`config.mk`:
```
export PLATFORM = sky130hd
export DESIGN_NAME = dws_ctrl
export DESIGN_NICKNAME = d
export VERILOG_FILES = /design/src/inc/dws_pkg.sv /design/src/logic/dws_tick.sv /design/src/logic/dws_fifo.sv /design/src/logic/dws_ctrl.sv
export SDC_FILE = /design/constraint.sdc
export NUM_CORES = 1
export LEC_CHECK = 0
export ABC_AREA = 1
export ABC_CLOCK_PERIOD_IN_PS = 3200
export BUFFER_PORTS_ARGS = -buffer_cell sky130_fd_sc_hd__clkbuf_2
export CORE_MARGIN = 10
export CORE_UTILIZATION = 54
export DETAILED_ROUTE_END_ITERATION = 8
export GPL_TIMING_DRIVEN = 0
export HOLD_SLACK_MARGIN = 0.15
export PLACE_DENSITY = 0.76
export SYNTH_ARGS = -nofsm -noshare
export SYNTH_HDL_FRONTEND = slang
export SYNTH_HIERARCHICAL = 1
export SYNTH_SLANG_ARGS = --single-unit
```
`constraint.sdc`:
```
create_clock -name clock -period 3.2 [get_ports clock]
set_clock_uncertainty 0.05 [all_clocks]
set_input_delay 0.48 -clock clock [delete_from_list [all_inputs] [get_ports clock]]
set_output_delay 0.48 -clock clock [all_outputs]
set_load 0.02 [all_outputs]
```
`src/inc/dws_pkg.sv`:
```
// shared types and constants of the write-sequencing memory controller
package dws_pkg;
   // timing of the system clock and of the memory link
   localparam int CLK_PS = 25000;         // 40 MHz system clock period
   localparam int XSNR_NS = 200;          // self_refresh_exit_nonread_delay, ns
   localparam int XSRD_CK = 200;          // self_refresh_exit_read_delay, link clocks
   localparam int AOFD_CK = 3;            // termination_off_delay, link clocks
   // register word indices on the avalon slave
   localparam logic [2:0] REG_CMD = 3'h0;
   localparam logic [2:0] REG_CFG = 3'h1;
   localparam logic [2:0] REG_WDATA = 3'h2;
   localparam logic [2:0] REG_STAT = 3'h3;
   localparam int STAT_CLR_BIT = 2;       // write one clears the refused flag
   // burst geometry in link clocks and beats
   localparam logic [5:0] HALF_BURST_8 = 6'h04;
   localparam logic [5:0] HALF_BURST_4 = 6'h02;
   localparam logic [5:0] INT_SLOT = 6'h02;
   localparam logic [3:0] BEATS_8 = 4'h8;
   localparam logic [3:0] BEATS_4 = 4'h4;
   localparam int AP_ADDR_BIT = 10;       // auto precharge / all banks address line
   localparam int WSTART_W = 16;

   typedef enum logic [2:0] {OP_NOP, OP_ACT, OP_WRITE, OP_READ, OP_PRE, OP_SRE, OP_SRX} dws_op_t;
   typedef enum logic {ST_RUN, ST_SELFREF} dws_state_t;

   // chip select, row strobe, column strobe, write enable, all active low
   typedef struct packed {
      logic cs_b;
      logic ras_b;
      logic cas_b;
      logic we_b;
   } dws_pins_t;
   localparam dws_pins_t PIN_NOP = 4'h7;
   localparam dws_pins_t PIN_ACT = 4'h3;
   localparam dws_pins_t PIN_WRITE = 4'h4;
   localparam dws_pins_t PIN_READ = 4'h5;
   localparam dws_pins_t PIN_PRE = 4'h2;
   localparam dws_pins_t PIN_REFRESH = 4'h1;

   typedef struct packed {
      logic [12:0] addr;
      logic intr;
      logic ap;
      logic [1:0] bank;
      dws_op_t op;
   } dws_cmd_t;

   typedef struct packed {
      logic term_en;
      logic [2:0] write_to_read_delay;
      logic [2:0] write_recovery_time;
      logic [2:0] additive_latency;
      logic [2:0] cas_latency;
      logic burst8;
   } dws_cfg_t;
   localparam dws_cfg_t CFG_RESET = 14'h2987;

   typedef struct packed {
      logic [7:0] dq_sample;
      logic [3:0] open;
      logic term;
      logic fifo_empty;
      logic refused;
      logic in_sr;
      logic pending;
   } dws_stat_t;

   typedef struct packed {
      logic mask;
      logic [7:0] data;
   } dws_beat_t;
endpackage : dws_pkg

```
`src/logic/dws_tick.sv`:
```
// divider giving a one-cycle enable pulse every DIV system clocks
`timescale 1ns/1ps
module dws_tick
   import dws_pkg::*;
#(
   parameter int DIV = 2
) (
   input wire logic clock,
   input wire logic rst_b,
   output logic tick
);
   logic [7:0] cnt_q, cnt_d;
   logic tick_q, tick_d;

   // count down and pulse on wrap
   always_comb begin
      tick_d = (cnt_q == 8'h00);
      cnt_d = (cnt_q == 8'h00) ? 8'(DIV - 1) : cnt_q - 8'h01;
   end

   always_ff @(posedge clock or negedge rst_b) begin
      if (!rst_b) begin
         cnt_q <= 8'h00;
         tick_q <= 1'b0;
      end else begin
         cnt_q <= cnt_d;
         tick_q <= tick_d;
      end
   end

   assign tick = tick_q;
endmodule : dws_tick

```
`src/logic/dws_fifo.sv`:
```
// write data fifo with valid/ready on both sides
`timescale 1ns/1ps
module dws_fifo
   import dws_pkg::*;
#(
   parameter int W = 9,
   parameter int DEPTH = 8
) (
   input wire logic clock,
   input wire logic rst_b,
   input wire logic in_valid,
   output logic in_ready,
   input wire logic [W-1:0] in_data,
   output logic out_valid,
   input wire logic out_ready,
   output logic [W-1:0] out_data
);
   localparam int AW = $clog2(DEPTH);
   logic [W-1:0] mem [DEPTH];
   logic [AW:0] wr_q, wr_d, rd_q, rd_d;
   logic push, pop;

   // extra pointer bit tells full from empty
   always_comb begin
      in_ready = (wr_q[AW-1:0] != rd_q[AW-1:0]) || (wr_q[AW] == rd_q[AW]);
      out_valid = (wr_q != rd_q);
      push = in_valid && in_ready;
      pop = out_ready && out_valid;
      wr_d = push ? wr_q + 1'b1 : wr_q;
      rd_d = pop ? rd_q + 1'b1 : rd_q;
      out_data = mem[rd_q[AW-1:0]];
   end

   always_ff @(posedge clock or negedge rst_b) begin
      if (!rst_b) begin
         wr_q <= '0;
         rd_q <= '0;
      end else begin
         wr_q <= wr_d;
         rd_q <= rd_d;
      end
   end

   // storage has no reset; empty flag guards stale words
   always_ff @(posedge clock) begin
      if (push) begin
         mem[wr_q[AW-1:0]] <= in_data;
      end
   end
endmodule : dws_fifo

```
`src/logic/dws_ctrl.sv`:
```
// write-burst sequencing controller driving a ddr2 memory, avalon-mm control
//
// Overview of operation
// write to read waits cas-1, half burst, turnaround
// back-to-back writes every half burst clocks
// interrupt only programmed 8-beat write bursts
// only a write may cut a write
// interrupting write exactly two clocks after previous
// device accepts interrupting write to any bank
// never interrupt a write with auto precharge
// device accepts auto-precharge write as interrupter
// spacing counts from programmed burst length only
// write to precharge: latency, half burst, recovery
// all banks precharged before self refresh entry
// termination off before entry, back after delay
// exit delays: read one, others another
// device skips bytes whose mask is high
//
// Register access over Avalon-MM and the placing of the registers were decided locally.
`timescale 1ns/1ps
module dws_ctrl
   import dws_pkg::*;
#(
   parameter int CK_DIV = 2,
   parameter int FIFO_DEPTH = 8
) (
   input wire logic clock,
   input wire logic rst_b,
   input wire logic [2:0] avs_address,
   input wire logic avs_read,
   input wire logic avs_write,
   input wire logic [31:0] avs_writedata,
   output logic [31:0] avs_readdata,
   output logic avs_waitrequest,
   output logic dram_ck,
   output logic dram_cke,
   output dws_pins_t dram_cmd,
   output logic [1:0] dram_ba,
   output logic [12:0] dram_addr,
   output logic dram_on_die_termination_ctl,
   input wire logic [7:0] dram_dq_i,
   output logic [7:0] dram_dq_o,
   output logic dram_dq_oe,
   output logic dram_dqs_o,
   output logic dram_dqs_oe,
   output logic dram_write_byte_mask
);
   localparam int LINK_PS = CLK_PS * 2 * CK_DIV;
   localparam int XSNR_CK = (XSNR_NS * 1000 + LINK_PS - 1) / LINK_PS;

   logic tick, fk, req, acc, can, go, refuse, illegal, ready_go, start;
   logic f_in_valid, f_in_ready, f_out_valid, f_out_ready;
   dws_beat_t f_out;
   dws_stat_t stat;
   logic [5:0] half, cas6, wlat, gap_wr_rd, gap_wr_pre;
   logic [3:0] wl_idx;
   dws_state_t state_q, state_d;
   dws_cmd_t cmd_q, cmd_d;
   dws_cfg_t cfg_q, cfg_d;
   dws_pins_t pins_q, pins_d;
   logic pend_q, pend_d, refused_q, refused_d, wait_q, wait_d;
   logic ck_q, ck_d, cke_q, cke_d, term_q, term_d, intok_q, intok_d;
   logic [1:0] ba_q, ba_d;
   logic [12:0] addr_q, addr_d;
   logic [3:0] open_q, open_d;
   logic [31:0] rdata_q, rdata_d;
   logic [5:0] col_q, col_d, wrrd_q, wrrd_d, wrpre_q, wrpre_d, toff_q, toff_d;
   logic [9:0] xsnr_q, xsnr_d, xsrd_q, xsrd_d;
   logic [WSTART_W-1:0] wstart_q, wstart_d;
   logic [3:0] beats_q, beats_d;
   logic [7:0] dq_q, dq_d, dq_s1_q, dq_s2_q;
   logic oe_q, oe_d, mask_q, mask_d, dqs_q, dqs_d;

   dws_tick #(.DIV(CK_DIV)) u_tick (
      .clock(clock),
      .rst_b(rst_b),
      .tick(tick)
   );

   dws_fifo #(.W($bits(dws_beat_t)), .DEPTH(FIFO_DEPTH)) u_fifo (
      .clock(clock),
      .rst_b(rst_b),
      .in_valid(f_in_valid),
      .in_ready(f_in_ready),
      .in_data(avs_writedata[$bits(dws_beat_t)-1:0]),
      .out_valid(f_out_valid),
      .out_ready(f_out_ready),
      .out_data(f_out)
   );

   ////////////////////////////////////////////////////////////////////////////////
   // link clock phase and latency arithmetic from the programmed mode
   always_comb begin
      fk = tick && ck_q; // falling edge: commands settle before next rising edge
      half = cfg_q.burst8 ? HALF_BURST_8 : HALF_BURST_4;
      cas6 = {3'h0, cfg_q.cas_latency};
      wlat = {3'h0, cfg_q.additive_latency} + cas6 - 6'h01;
      gap_wr_rd = cas6 - 6'h01 + half + {3'h0, cfg_q.write_to_read_delay};
      gap_wr_pre = wlat + half + {3'h0, cfg_q.write_recovery_time};
      wl_idx = 4'(wlat - 6'h01);
   end

   ////////////////////////////////////////////////////////////////////////////////
   // avalon slave: one wait cycle, more for a command write while a command is pending or a data write while the fifo is full; effect at the edge waitrequest is low
   always_comb begin
      req = avs_read || avs_write;
      acc = req && !wait_q;
      can = !(avs_write && ((avs_address == REG_CMD && pend_q)
            || (avs_address == REG_WDATA && !f_in_ready))); // full fifo stalls the bus
      f_in_valid = acc && avs_write && avs_address == REG_WDATA;
      stat = '{dq_sample: dq_s2_q, open: open_q, term: term_q, fifo_empty: !f_out_valid,
               refused: refused_q, in_sr: state_q == ST_SELFREF, pending: pend_q};
      wait_d = !(req && wait_q && can);
      rdata_d = rdata_q;
      if (req && wait_q && can) begin
         case (avs_address)
            REG_CMD: rdata_d = 32'(cmd_q);
            REG_CFG: rdata_d = 32'(cfg_q);
            REG_STAT: rdata_d = 32'(stat);
            default: rdata_d = 32'h0000_0000;
         endcase
      end
   end

   ////////////////////////////////////////////////////////////////////////////////
   // legality and readiness of the pending command
   always_comb begin
      illegal = 1'b0;
      ready_go = 1'b0;
      case (cmd_q.op)
         OP_ACT: begin
            illegal = state_q == ST_SELFREF || open_q[cmd_q.bank];
            ready_go = xsnr_q == 10'h000;
         end
         OP_WRITE: begin
            illegal = state_q == ST_SELFREF || !open_q[cmd_q.bank];
            if (cmd_q.intr) begin
               // only a full 8-beat plain write may be cut, any target bank
               illegal = illegal || !cfg_q.burst8 || !intok_q || col_q < INT_SLOT;
               ready_go = col_q == INT_SLOT && xsnr_q == 10'h000;
            end else begin
               ready_go = col_q == 6'h00 && xsnr_q == 10'h000;
            end
         end
         OP_READ: begin
            illegal = state_q == ST_SELFREF || !open_q[cmd_q.bank];
            ready_go = col_q == 6'h00 && wrrd_q == 6'h00 && xsrd_q == 10'h000;
         end
         OP_PRE: begin
            illegal = state_q == ST_SELFREF;
            ready_go = wrpre_q == 6'h00 && col_q == 6'h00 && xsnr_q == 10'h000;
         end
         OP_SRE: begin
            illegal = state_q == ST_SELFREF || open_q != 4'h0;
            ready_go = !term_q && toff_q >= 6'(AOFD_CK) && xsnr_q == 10'h000;
         end
         OP_SRX: begin
            illegal = state_q != ST_SELFREF;
            ready_go = 1'b1;
         end
         default: begin
            ready_go = 1'b1;
         end
      endcase
      go = pend_q && fk && !illegal && ready_go;
      refuse = pend_q && fk && illegal;
   end

   ////////////////////////////////////////////////////////////////////////////////
   // command sequencer next state
   always_comb begin
      state_d = state_q;
      cmd_d = cmd_q;
      cfg_d = cfg_q;
      pend_d = pend_q && !go && !refuse;
      refused_d = refused_q;
      ck_d = tick ? !ck_q : ck_q;
      cke_d = cke_q;
      pins_d = fk ? PIN_NOP : pins_q; // each command lasts one link clock
      ba_d = ba_q;
      addr_d = addr_q;
      open_d = open_q;
      intok_d = intok_q;
      // spacing counters run down once per link clock
      col_d = (fk && col_q != 6'h00) ? col_q - 6'h01 : col_q;
      wrrd_d = (fk && wrrd_q != 6'h00) ? wrrd_q - 6'h01 : wrrd_q;
      wrpre_d = (fk && wrpre_q != 6'h00) ? wrpre_q - 6'h01 : wrpre_q;
      xsnr_d = (fk && xsnr_q != 10'h000) ? xsnr_q - 10'h001 : xsnr_q;
      xsrd_d = (fk && xsrd_q != 10'h000) ? xsrd_q - 10'h001 : xsrd_q;
      if (acc && avs_write) begin
         case (avs_address)
            REG_CMD: begin
               cmd_d = dws_cmd_t'(avs_writedata[$bits(dws_cmd_t)-1:0]);
               pend_d = 1'b1;
            end
            REG_CFG: cfg_d = dws_cfg_t'(avs_writedata[$bits(dws_cfg_t)-1:0]);
            REG_STAT: begin
               if (avs_writedata[STAT_CLR_BIT]) begin
                  refused_d = 1'b0;
               end
            end
            default: ;
         endcase
      end
      if (refuse) begin
         refused_d = 1'b1; // set wins over a clear in the same cycle
      end
      if (go) begin
         ba_d = cmd_q.bank;
         addr_d = cmd_q.addr;
         case (cmd_q.op)
            OP_ACT: begin
               pins_d = PIN_ACT;
               open_d[cmd_q.bank] = 1'b1;
            end
            OP_WRITE: begin
               pins_d = PIN_WRITE;
               addr_d[AP_ADDR_BIT] = cmd_q.ap;
               col_d = half - 6'h01; // full programmed burst, even when cut
               wrrd_d = gap_wr_rd - 6'h01;
               wrpre_d = gap_wr_pre - 6'h01;
               intok_d = !cmd_q.ap;
               if (cmd_q.ap) begin
                  open_d[cmd_q.bank] = 1'b0;
               end
            end
            OP_READ: begin
               pins_d = PIN_READ;
               addr_d[AP_ADDR_BIT] = cmd_q.ap;
               col_d = half - 6'h01;
               intok_d = 1'b0;
               if (cmd_q.ap) begin
                  open_d[cmd_q.bank] = 1'b0;
               end
            end
            OP_PRE: begin
               pins_d = PIN_PRE;
               addr_d[AP_ADDR_BIT] = cmd_q.ap;
               if (cmd_q.ap) begin
                  open_d = 4'h0;
               end else begin
                  open_d[cmd_q.bank] = 1'b0;
               end
            end
            OP_SRE: begin
               pins_d = PIN_REFRESH;
               cke_d = 1'b0;
               state_d = ST_SELFREF;
            end
            OP_SRX: begin
               cke_d = 1'b1;
               state_d = ST_RUN;
               xsnr_d = 10'(XSNR_CK - 1);
               xsrd_d = 10'(XSRD_CK - 1);
            end
            default: ;
         endcase
      end
      // termination drops while entry waits, returns after the read exit delay
      term_d = cfg_q.term_en && state_q == ST_RUN && xsrd_q == 10'h000
               && !(pend_q && cmd_q.op == OP_SRE);
      toff_d = term_q ? 6'h00 : ((fk && toff_q != 6'h3F) ? toff_q + 6'h01 : toff_q);
   end

   always_ff @(posedge clock or negedge rst_b) begin
      if (!rst_b) begin
         state_q <= ST_RUN;
         cmd_q <= '0;
         cfg_q <= CFG_RESET;
         pend_q <= 1'b0;
         refused_q <= 1'b0;
         wait_q <= 1'b1;
         rdata_q <= 32'h0000_0000;
         ck_q <= 1'b0;
         cke_q <= 1'b1;
         pins_q <= PIN_NOP;
         ba_q <= 2'h0;
         addr_q <= 13'h0000;
         open_q <= 4'h0;
         intok_q <= 1'b0;
         term_q <= 1'b0;
         toff_q <= 6'h00;
         col_q <= 6'h00;
         wrrd_q <= 6'h00;
         wrpre_q <= 6'h00;
         xsnr_q <= 10'h000;
         xsrd_q <= 10'h000;
      end else begin
         state_q <= state_d;
         cmd_q <= cmd_d;
         cfg_q <= cfg_d;
         pend_q <= pend_d;
         refused_q <= refused_d;
         wait_q <= wait_d;
         rdata_q <= rdata_d;
         ck_q <= ck_d;
         cke_q <= cke_d;
         pins_q <= pins_d;
         ba_q <= ba_d;
         addr_q <= addr_d;
         open_q <= open_d;
         intok_q <= intok_d;
         term_q <= term_d;
         toff_q <= toff_d;
         col_q <= col_d;
         wrrd_q <= wrrd_d;
         wrpre_q <= wrpre_d;
         xsnr_q <= xsnr_d;
         xsrd_q <= xsrd_d;
      end
   end

   ////////////////////////////////////////////////////////////////////////////////
   // write data path: a new burst start truncates the running one
   always_comb begin
      wstart_d = fk ? {wstart_q[WSTART_W-2:0], go && cmd_q.op == OP_WRITE} : wstart_q;
      start = fk && wstart_q[wl_idx];
      f_out_ready = tick && beats_q != 4'h0;
      beats_d = beats_q;
      dq_d = dq_q;
      oe_d = oe_q;
      mask_d = mask_q;
      dqs_d = dqs_q;
      if (tick) begin
         oe_d = beats_q != 4'h0;
         dqs_d = (beats_q != 4'h0) && !dqs_q;
         mask_d = 1'b0;
         if (beats_q != 4'h0) begin
            dq_d = f_out.data;
            mask_d = f_out.mask || !f_out_valid; // an underrun beat is masked off
            beats_d = beats_q - 4'h1;
         end
      end
      if (start) begin
         beats_d = cfg_q.burst8 ? BEATS_8 : BEATS_4;
      end
   end

   always_ff @(posedge clock or negedge rst_b) begin
      if (!rst_b) begin
         wstart_q <= '0;
         beats_q <= 4'h0;
         dq_q <= 8'h00;
         oe_q <= 1'b0;
         mask_q <= 1'b0;
         dqs_q <= 1'b0;
         dq_s1_q <= 8'h00;
         dq_s2_q <= 8'h00;
      end else begin
         wstart_q <= wstart_d;
         beats_q <= beats_d;
         dq_q <= dq_d;
         oe_q <= oe_d;
         mask_q <= mask_d;
         dqs_q <= dqs_d;
         dq_s1_q <= dram_dq_i; // pin sampled through two flops
         dq_s2_q <= dq_s1_q;
      end
   end

   assign avs_readdata = rdata_q;
   assign avs_waitrequest = wait_q;
   assign dram_ck = ck_q;
   assign dram_cke = cke_q;
   assign dram_cmd = pins_q;
   assign dram_ba = ba_q;
   assign dram_addr = addr_q;
   assign dram_on_die_termination_ctl = term_q;
   assign dram_dq_o = dq_q;
   assign dram_dq_oe = oe_q;
   assign dram_dqs_o = dqs_q;
   assign dram_dqs_oe = oe_q;
   assign dram_write_byte_mask = mask_q;

   ////////////////////////////////////////////////////////////////////////////////
   // checks: link clocks since the last write and since self refresh exit
   logic [5:0] since_wr_q;
   logic [9:0] since_srx_q;
   always_ff @(posedge clock or negedge rst_b) begin
      if (!rst_b) begin
         since_wr_q <= 6'h3F;
         since_srx_q <= 10'h3FF;
      end else if (fk) begin
         since_wr_q <= (go && cmd_q.op == OP_WRITE) ? 6'h01
                       : (since_wr_q == 6'h3F ? since_wr_q : since_wr_q + 6'h01);
         since_srx_q <= (go && cmd_q.op == OP_SRX) ? 10'h001
                        : (since_srx_q == 10'h3FF ? since_srx_q : since_srx_q + 10'h001);
      end
   end
endmodule : dws_ctrl

```
==> results of run 1 <==
## state kept, by name (all words and copies together), names as in the netlist, 6 cells and up
name,count
wrrd_q,6
avs_readdata,20
wstart_q,16
dram_dq_o,8
dq_s1_q,8
toff_q,6
u_fifo/mem,72
col_q,6
dram_addr,13
cmd_q,20
xsnr_q,10
dq_s2_q,8
u_tick/cnt_q,8
cfg_q,11
xsrd_q,10
wrpre_q,6
## critical path, stage by stage, from the launching register on
cell	delay, ps
dfstp_2	560
inv_4	40
ha_4	260
inv_2	40
ha_4	150
inv_2	40
fa_2	450
ha_4	290
fa_2	430
inv_2	80
ha_4	130
inv_2	30
fa_2	530
nor2_1	40
a21oi_1	120
o21ai_1	90
## layout by cell type (no fill, tap or decap), drive strengths merged, types with 12 or more instances in the layout
| master | n |
|---|---|
| clkbuf | 157 |
| o22ai | 23 |
| nand2 | 343 |
| dlygate4sd3 | 20 |
| o21ai | 152 |
| dfrtp | 181 |
| nand3 | 82 |
| dfstp | 12 |
| ha | 35 |
| a21oi | 32 |
| conb | 12 |
| xor2 | 26 |
| nor2 | 166 |
| xnor2 | 12 |
| edfxtp | 72 |
| nand4 | 23 |
| buf | 43 |
| inv | 154 |
## logic make-up after synthesis
kind of cell / Yosys count / synth area share (%)
other: 1 / 0.0292
DFF: 265 / 54.6
muxes: 2 / 0.166
AOI/OAI and AO/OA: 226 / 9.53
buffers and inverters: 215 / 7.12
adders and majority gates: 43 / 4.66
and+or+nand+nor: 637 / 21.3
xor gates and xnor gates: 38 / 2.59
## Yosys cell counts (12+ instances only)
library cell | instances | area share (%)
dfstp_2 | 12 | 2.5
ha_1 | 35 | 3.4
nand3_1 | 79 | 3.1
inv_1 | 146 | 4.3
o21ai_0 | 126 | 4.9
edfxtp_1 | 72 | 17
dfrtp_1 | 181 | 35
o22ai_1 | 23 | 1.1
nand4_1 | 22 | 1.1
buf_4 | 15 | 0.88
xnor2_1 | 12 | 0.82
nand2_1 | 332 | 9.7
buf_2 | 14 | 0.55
xor2_1 | 26 | 1.8
nor2_1 | 158 | 4.6
o21ai_1 | 26 | 1.0
a21oi_1 | 31 | 1.2
clkbuf_1 | 24 | 0.70
## metal layers
metal	vias to the layer above	global-route usage, %
li1	4978	-
met1	4973	26.9
met2	366	35.4
met3	67	4.20
met4	0	6.56
met5	-	0
## how the worst max path moves through the flow
stage / slack, ps / endpoint
finish: -280 / wrpre_q[3]$_DFF_PN0_
global placement: -2080 / dq_s1_q[6]$_DFF_PN0_
floorplan: -170 / wrpre_q[3]$_DFF_PN0_
global route: -330 / wrpre_q[4]$_DFF_PN0_
detailed placement: -470 / wrpre_q[4]$_DFF_PN0_
CTS: -220 / wrpre_q[3]$_DFF_PN0_
## through the flow
stage          setup WS [ps]  instances  instance area, sq um  hold WS [ps]
6_report                -276       1925                 15000           181
5_1_grt                 -328       1925                 15000           194
4_1_cts                 -222       1924                 15000           173
3_5_place_dp            -467       1847                 13800           286
3_3_place_gp           -2080       1846                 13700           282
2_1_floorplan           -174       1438                 12900           134
## timing repair
item / in CTS / in global routing
hold endpoints to repair: 117 / 0
gates cloned: 0 / 0
buffers inserted: 5 / 1
endpoints found under the setup margin: 4 / 3
pin swaps: 8 / 4
hold buffers: 20 / 0
gates resized for setup: 13 / 1
## where the power goes
group          internal, W  switching, W  leakage [nW]
Sequential         0.00428      0.000652          3.05
Clock              0.00187       0.00134         0.463
Combinational      0.00240       0.00387          3.57
Total              0.00855       0.00586          7.08
## area by class of cell
| type | instances | area [sq um] |
|---|---|---|
| buffer | 61 | 334 |
| clock buffer | 43 | 828 |
| clock inverter | 9 | 103 |
| fill | 1914 | 8380 |
| inverter | 154 | 582 |
| multi-input combinational | 958 | 5040 |
| sequential | 265 | 7010 |
| tap | 319 | 399 |
| timing repair buffer | 116 | 731 |
==> flow_summary.ini, run 1 <==
[routing]
routed_wl_microns = 32600
remaining_drc_errors = 0
top_layer_used = met4
routed-wl-met2_microns = 15700
via_per_inst = 5.39
drtPass1Iterations = 5
num_vias = 10400
drt-initial-drc-count = 963
wl_per_cell_microns = 16.9
ant_nets = 0
wl_met3_microns = 2510
wl_met1_microns = 13500

[die]
row_count = 56
start_util_pct = 54.8
dieArea_sq_um = 30300
fp.dieW_microns = 174
die_y_microns = 174
core_area_sq_um = 23400
io_pins = 114

[run]
max-cap-violations = 0

[timing]
fmax_ghz = 0.288
drv_slew = 0
worst_slew_margin_rel_pct = 32.1
tightest_slew_ps = 1010
timing_hold_violations_final = 0
finalSetupViolCount = 3
period_share_pct = 109
rsz0062_at_grt = true
setup_tns_ps = -735
period_minus_slack_ps = 3480
timing.final.ws_setup_ps = -276

[synthesis]
synth_edf_count = 72
synthCells = 1427
avgSynthCellArea_sq_um = 8.99
synthFlopType = dfrtp_1
synth.cell_area_sq_um = 12800
seq_area_frac_synth_pct = 54.6
yosys.cell_types.count = 50
ys_warn_count = 6
async_flop_share_pct = 72.8
ys_ff_latch = 265

[min_path]
min_path_type = primary input to flip-flop
min_path_cells = 1
min_from = avs_writedata[3]
hold_end = u_fifo/mem[7][3]$_DFFE_PP_

[cells_and_area]
drive_above_1_share_pct = 15.3
area_growth_pct = 17.1
antenna_cells = 0
utilization_pct = 64.2
nets = 1674

[grt]
overflow = 0
grt_pass1_vias = 10300
grt_max_degree = 99
grt_antenna_before_repair = 0
track_usage_pct = 21.1
grt_first_pass_wirelength_microns = 52700

[critical_path]
cp-start-kind = flip-flop
r2r_cells = 15
r2r_slack_ps = -280
crit_type = flip-flop to flip-flop
setup.worst_path.end_class = flip-flop
crit_required_ps = 3580
crit_path_max_fanout = 2
critPathArrivalTime_ps = 3860
crit-reg2reg-capture = wrpre_q[3]$_DFF_PN0_
critPathLaunch = cas6[1]$_DFFE_PN1P_
rr_startpoint = cas6[1]$_DFFE_PN1P_

[power_and_ir_drop]
cellLeakagePower_nw = 7.08
total_power_w = 0.0144
pwr_density_cell_nw_per_um2 = 960
peakVddDrop_uv = 734

[clock_network]
clk_pin_slew_worst_paths_ps = 70
tritoncts = done
cts_made_buffers = 28
htreeDepth = 1
cts_sinks = 265
clockBufferDepth = 3
worstSkewPairLatency_ps = 570
root_buffer = clkbuf_16

[outcome]
outcome = finished, violations left
failed_checks = setup timing

[place]
numPortBuffers = 89
dpl.hpwl_microns = 22900
routabilityCongestion = 0.943
Note: power is estimated with default switching activity, not from simulation.
==> inputs of run 2 (changes only) <==
--- a/config.mk
+++ b/config.mk
@@ -13,7 +13,7 @@
 export DETAILED_ROUTE_END_ITERATION = 8
 export GPL_TIMING_DRIVEN = 0
 export HOLD_SLACK_MARGIN = 0.15
-export PLACE_DENSITY = 0.76
+export PLACE_DENSITY = 0.84
 export SYNTH_ARGS = -nofsm -noshare
 export SYNTH_HDL_FRONTEND = slang
 export SYNTH_HIERARCHICAL = 1
==> flow_summary.ini, run 2 (synthesis results as in run 1) <==
[critical_path]
setup.worst_path.end_class = flip-flop
crit_path_max_fanout = 2
cp-start-kind = flip-flop
crit_required_ps = 3580
cp-endpoint = wrpre_q[4]$_DFF_PN0_
crit-reg2reg-capture = wrpre_q[4]$_DFF_PN0_
critPathLaunch = cas6[1]$_DFFE_PN1P_
critPathArrivalTime_ps = 3880
crit_type = flip-flop to flip-flop
rr_startpoint = cas6[1]$_DFFE_PN1P_
r2r_cells = 16
r2r_slack_ps = -290

[place]
dpl.hpwl_microns = 23200
routabilityCongestion = 0.926
place_area_sq_um = 13800
numPortBuffers = 89
place_ws_ps = -397
placedCellCount = 1847

[clock_network]
tritoncts = done
root_buffer = clkbuf_16
htreeDepth = 1
cts_made_buffers = 28
clk_pin_slew_worst_paths_ps = 60
clockBufferDepth = 3
worstSkewPairLatency_ps = 550
cts_sinks = 265

[routing]
wl_per_cell_microns = 17.9
num_vias = 10800
ant_nets = 0
drtPass1Iterations = 6
remaining_drc_errors = 0
via_per_inst = 5.64
routed_wl_microns = 34300
drt-initial-drc-count = 1241

[power_and_ir_drop]
pwr_density_cell_nw_per_um2 = 973
peakVddDrop_uv = 754
cellLeakagePower_nw = 7.08

[cells_and_area]
area_growth_pct = 17.0
final_common_cell = nand2_1
drive_above_1_share_pct = 15.1
antenna_cells = 0
nets = 1670
final_cells = 1921
final_cell_mix = nand2_1 (331), dfrtp_1 (181), nor2_1 (157)
largest_reg_flops = 72
stdcell_area_sq_um = 15000

[run]
max-cap-violations = 0

[timing]
period_share_pct = 109
tightest_slew_ps = 1020
worst_slew_margin_rel_pct = 31.5
timing.final.ws_setup_ps = -292
period_minus_slack_ps = 3490
drv_slew = 0
timing_hold_violations_final = 0
rsz0062_at_grt = true
fmax_ghz = 0.286
finalSetupViolCount = 3

[die]
fp.dieW_microns = 174
core_area_sq_um = 23400
row_count = 56
start_util_pct = 54.8
dieArea_sq_um = 30300
io_pins = 114
die_y_microns = 174

[grt]
overflow = 0
grt_antenna_before_repair = 0
grt_max_degree = 112
grt_first_pass_wirelength_microns = 56100
track_usage_pct = 22.2
grt_pass1_vias = 10900

[outcome]
outcome = finished, violations left
failed_checks = setup timing

[min_path]
min_path_type = primary input to flip-flop
[run 2: stage by stage]
step | power [W] | TNS (ps) | util (%) | hold slack [ps]
after floorplan | 0.00887 | -333 | - | 134
after global placement | 0.0104 | -372880 | 58.7 | 283
after detailed placement | 0.0106 | -941 | 58.9 | 286
after CTS | 0.0144 | -700 | 64.0 | 153
after global routing | 0.0156 | -1140 | 64.1 | 165
final | 0.0146 | -812 | 64.1 | 163
[run 2: critical path, cell delays in order, from the launching register on]
cell and delay, ps:
dfstp_2 560, inv_4 50, ha_4 250, inv_2 40, ha_4 150, inv_2 50, fa_1 420, ha_1 300
fa_1 450, inv_2 100, ha_4 160, inv_4 40, fa_2 350, xor2_2 160, nor2_1 60, a21oi_1 120
o21ai_1 80
[run 2: repair_timing]
item / CTS / global route
resized for setup: 6 / 6
endpoints found under the setup margin: 3 / 3
hold endpoints to repair: 94 / 0
hold buffers: 16 / 0
pin swaps: 5 / 4
buffers inserted: 6 / 0
[run 2: where the power goes]
group | internal [W] | switching, W
clock | 0.00207 | 0.00134
sequential | 0.00427 | 0.000681
combinational | 0.00233 | 0.00391
[run 2: worst min path at each step]
stage / start / endpoint / slack, ps / cells after the start
global route: avs_writedata[11] / cfg_q[11]$_DFFE_PN1P_ / 160 / 3
global placement: dq_s1_q[5]$_DFF_PN0_ / dq_s2_q[5]$_DFF_PN0_ / 280 / 0
finish: avs_writedata[12] / cfg_q[12]$_DFFE_PN0P_ / 160 / 3
detailed placement: dq_s1_q[6]$_DFF_PN0_ / dq_s2_q[6]$_DFF_PN0_ / 290 / 0
CTS: avs_writedata[11] / cfg_q[11]$_DFFE_PN1P_ / 150 / 3
floorplan: rst_b / avs_readdata[0]$_DFFE_PN0P_ / 130 / 0
[run 2: area by class of cell]
class	count	area [sq um]
buffer	61	334
clock buffer	39	803
clock inverter	13	169
fill	1788	8390
inverter	154	584
multi-input combinational	958	5020
sequential	265	7010
tap	319	399
timing repair buffer	112	687
[run 2: routing by layer]
metal	global-route usage, %	part of all wire [%]
met5	0	0
met4	9.55	4.4
met3	5.50	11
met1	27.2	38
met2	36.8	47
==> inputs of run 3 (changes only) <==
--- a/config.mk
+++ b/config.mk
@@ -6,14 +6,14 @@
 export NUM_CORES = 1
 export LEC_CHECK = 0
 export ABC_AREA = 1
-export ABC_CLOCK_PERIOD_IN_PS = 3200
+export ABC_CLOCK_PERIOD_IN_PS = 3900
 export BUFFER_PORTS_ARGS = -buffer_cell sky130_fd_sc_hd__clkbuf_2
 export CORE_MARGIN = 10
-export CORE_UTILIZATION = 54
+export CORE_UTILIZATION = 55
 export DETAILED_ROUTE_END_ITERATION = 8
 export GPL_TIMING_DRIVEN = 0
 export HOLD_SLACK_MARGIN = 0.15
-export PLACE_DENSITY = 0.84
+export PLACE_DENSITY = 0.83
 export SYNTH_ARGS = -nofsm -noshare
 export SYNTH_HDL_FRONTEND = slang
 export SYNTH_HIERARCHICAL = 1
==> constraint.sdc (replaced) <==
create_clock -name clock -period 3.9 [get_ports clock]
set_clock_uncertainty 0.05 [all_clocks]
set_input_delay 0.585 -clock clock [delete_from_list [all_inputs] [get_ports clock]]
set_output_delay 0.585 -clock clock [all_outputs]
set_load 0.02 [all_outputs]
==> flow_summary.ini, run 3 (synthesis results as in run 1) <==
[power_and_ir_drop]
cellLeakagePower_nw = 6.99
pwr_density_cell_nw_per_um2 = 780
peakVddDrop_uv = 491

[run]
max-cap-violations = 0

[die]
io_pins = 114
start_util_pct = 56.3
row_count = 55
fp.dieW_microns = 173
core_area_sq_um = 22800
die_y_microns = 173
dieArea_sq_um = 29800

[grt]
grt_first_pass_wirelength_microns = 53200
grt_max_degree = 109
met3_usage_pct = 4.51
grt_antenna_before_repair = 1
grt_use_met2_pct = 33.6
gr-usage-met1_pct = 27.8
grt_pass1_vias = 10500
overflow = 0
track_usage_pct = 21.4
grt-busiest-layer = met2

[min_path]
min_path_type = primary input to flip-flop
hold_end = cfg_q[13]$_DFFE_PN1P_
min_from = avs_writedata[13]
min_path_cells = 3

[critical_path]
crit_path_max_fanout = 3
critPathArrivalTime_ps = 4110
crit-reg2reg-capture = wrpre_q[4]$_DFF_PN0_
setup.worst_path.end_class = flip-flop
rr_startpoint = cas6[1]$_DFFE_PN1P_
crit_type = flip-flop to flip-flop
cp-start-kind = flip-flop
crit_required_ps = 4290
r2r_slack_ps = 180
r2r_cells = 16

[cells_and_area]
final_cell_mix = nand2_1 (332), dfrtp_1 (181), nor2_1 (158)
utilization_pct = 65.1
stdcell_area_sq_um = 14800
drive_above_1_share_pct = 14.2
largest_reg_flops = 72
final_common_cell = nand2_1
nets = 1658
antenna_cells = 0
area_growth_pct = 15.6

[timing]
setup_tns_ps = 0
finalSetupViolCount = 0
worst_slew_margin_rel_pct = 29.6
drv_slew = 0
hold_slack_ps = 212
period_share_pct = 95.4
period_minus_slack_ps = 3720
fmax_ghz = 0.269
timing_hold_violations_final = 0
timing.final.ws_setup_ps = 179
tightest_slew_ps = 1050

[clock_network]
htreeDepth = 1
root_buffer = clkbuf_16
cts_sinks = 265
clk_pin_slew_worst_paths_ps = 60
worstSkewPairLatency_ps = 550
clockBufferDepth = 3
cts_made_buffers = 28
tritoncts = done

[routing]
num_vias = 10600
routed_wl_microns = 33000
ant_nets = 0
wl_per_cell_microns = 17.3
drtPass1Iterations = 5
remaining_drc_errors = 0
drt-initial-drc-count = 1054
via_per_inst = 5.58

[outcome]
outcome = completed

[place]
numPortBuffers = 89
place_area_sq_um = 13700
place_ws_ps = 126
routabilityCongestion = 0.946
dpl.hpwl_microns = 23000
## run 3: cell type report
class | instances | area, sq um
plain buffers | 61 | 334
clock buffers | 40 | 817
clock inverters | 12 | 146
fillers | 1715 | 7960
inverters | 154 | 579
multi-input cells | 958 | 4970
flip-flops and latches | 265 | 7010
well taps | 313 | 392
repair buffers | 100 | 579
## run 3: power breakdown
| group | total, W | switching [W] | internal, W | leakage [nW] |
|---|---|---|---|---|
| sequential | 0.00404 | 0.000537 | 0.00351 | 3.05 |
| clock | 0.00274 | 0.00114 | 0.00161 | 0.458 |
| combinational | 0.00478 | 0.00305 | 0.00173 | 3.49 |
## run 3: routing by layer
metal | vias up | part of all wire, %
met5 | - | 0.061
met4 | 2 | 4.2
met3 | 105 | 9.1
met2 | 539 | 46
met1 | 5040 | 41
li1 | 4936 | -
## run 3: worst max-delay path by stage
stage,cells after the start,from,endpoint,slack [ps]
after floorplan,16,cas6[1]$_DFFE_PN1P_,wrpre_q[4]$_DFF_PN0_,430
after global placement,1,rst_b,dram_addr[11]$_DFFE_PN0N_,-1350
after detailed placement,16,cas6[1]$_DFFE_PN1P_,wrpre_q[4]$_DFF_PN0_,130
after CTS,16,cas6[1]$_DFFE_PN1P_,wrpre_q[4]$_DFF_PN0_,110
after global routing,16,cas6[1]$_DFFE_PN1P_,wrpre_q[4]$_DFF_PN0_,-2
final,16,cas6[1]$_DFFE_PN1P_,wrpre_q[4]$_DFF_PN0_,180
## run 3: repair_timing
action | in CTS | in global routing
hold buffers | 9 | 0
setup buffers | 0 | 1
setup endpoints to repair | 0 | 2
hold endpoints to repair | 89 | 0
gates resized for setup | 0 | 5
## run 3: critical path, cell delays in order (launching register included)
cell and delay, ps:
dfstp_2 540, inv_2 60, ha_1 300, inv_1 60, ha_2 160, inv_1 60, fa_2 620, ha_4 210
fa_1 440, inv_1 70, ha_1 160, inv_1 50, fa_2 330, xor2_1 200, nor2_1 70, a21oi_1 120
o21ai_1 80
## run 3: through the flow
step                      total power [W]  std cells
after floorplan                   0.00724       1438
after global placement            0.00849       1840
after detailed placement          0.00870       1841
after CTS                          0.0115       1902
after global routing               0.0124       1903
final                              0.0116       1903
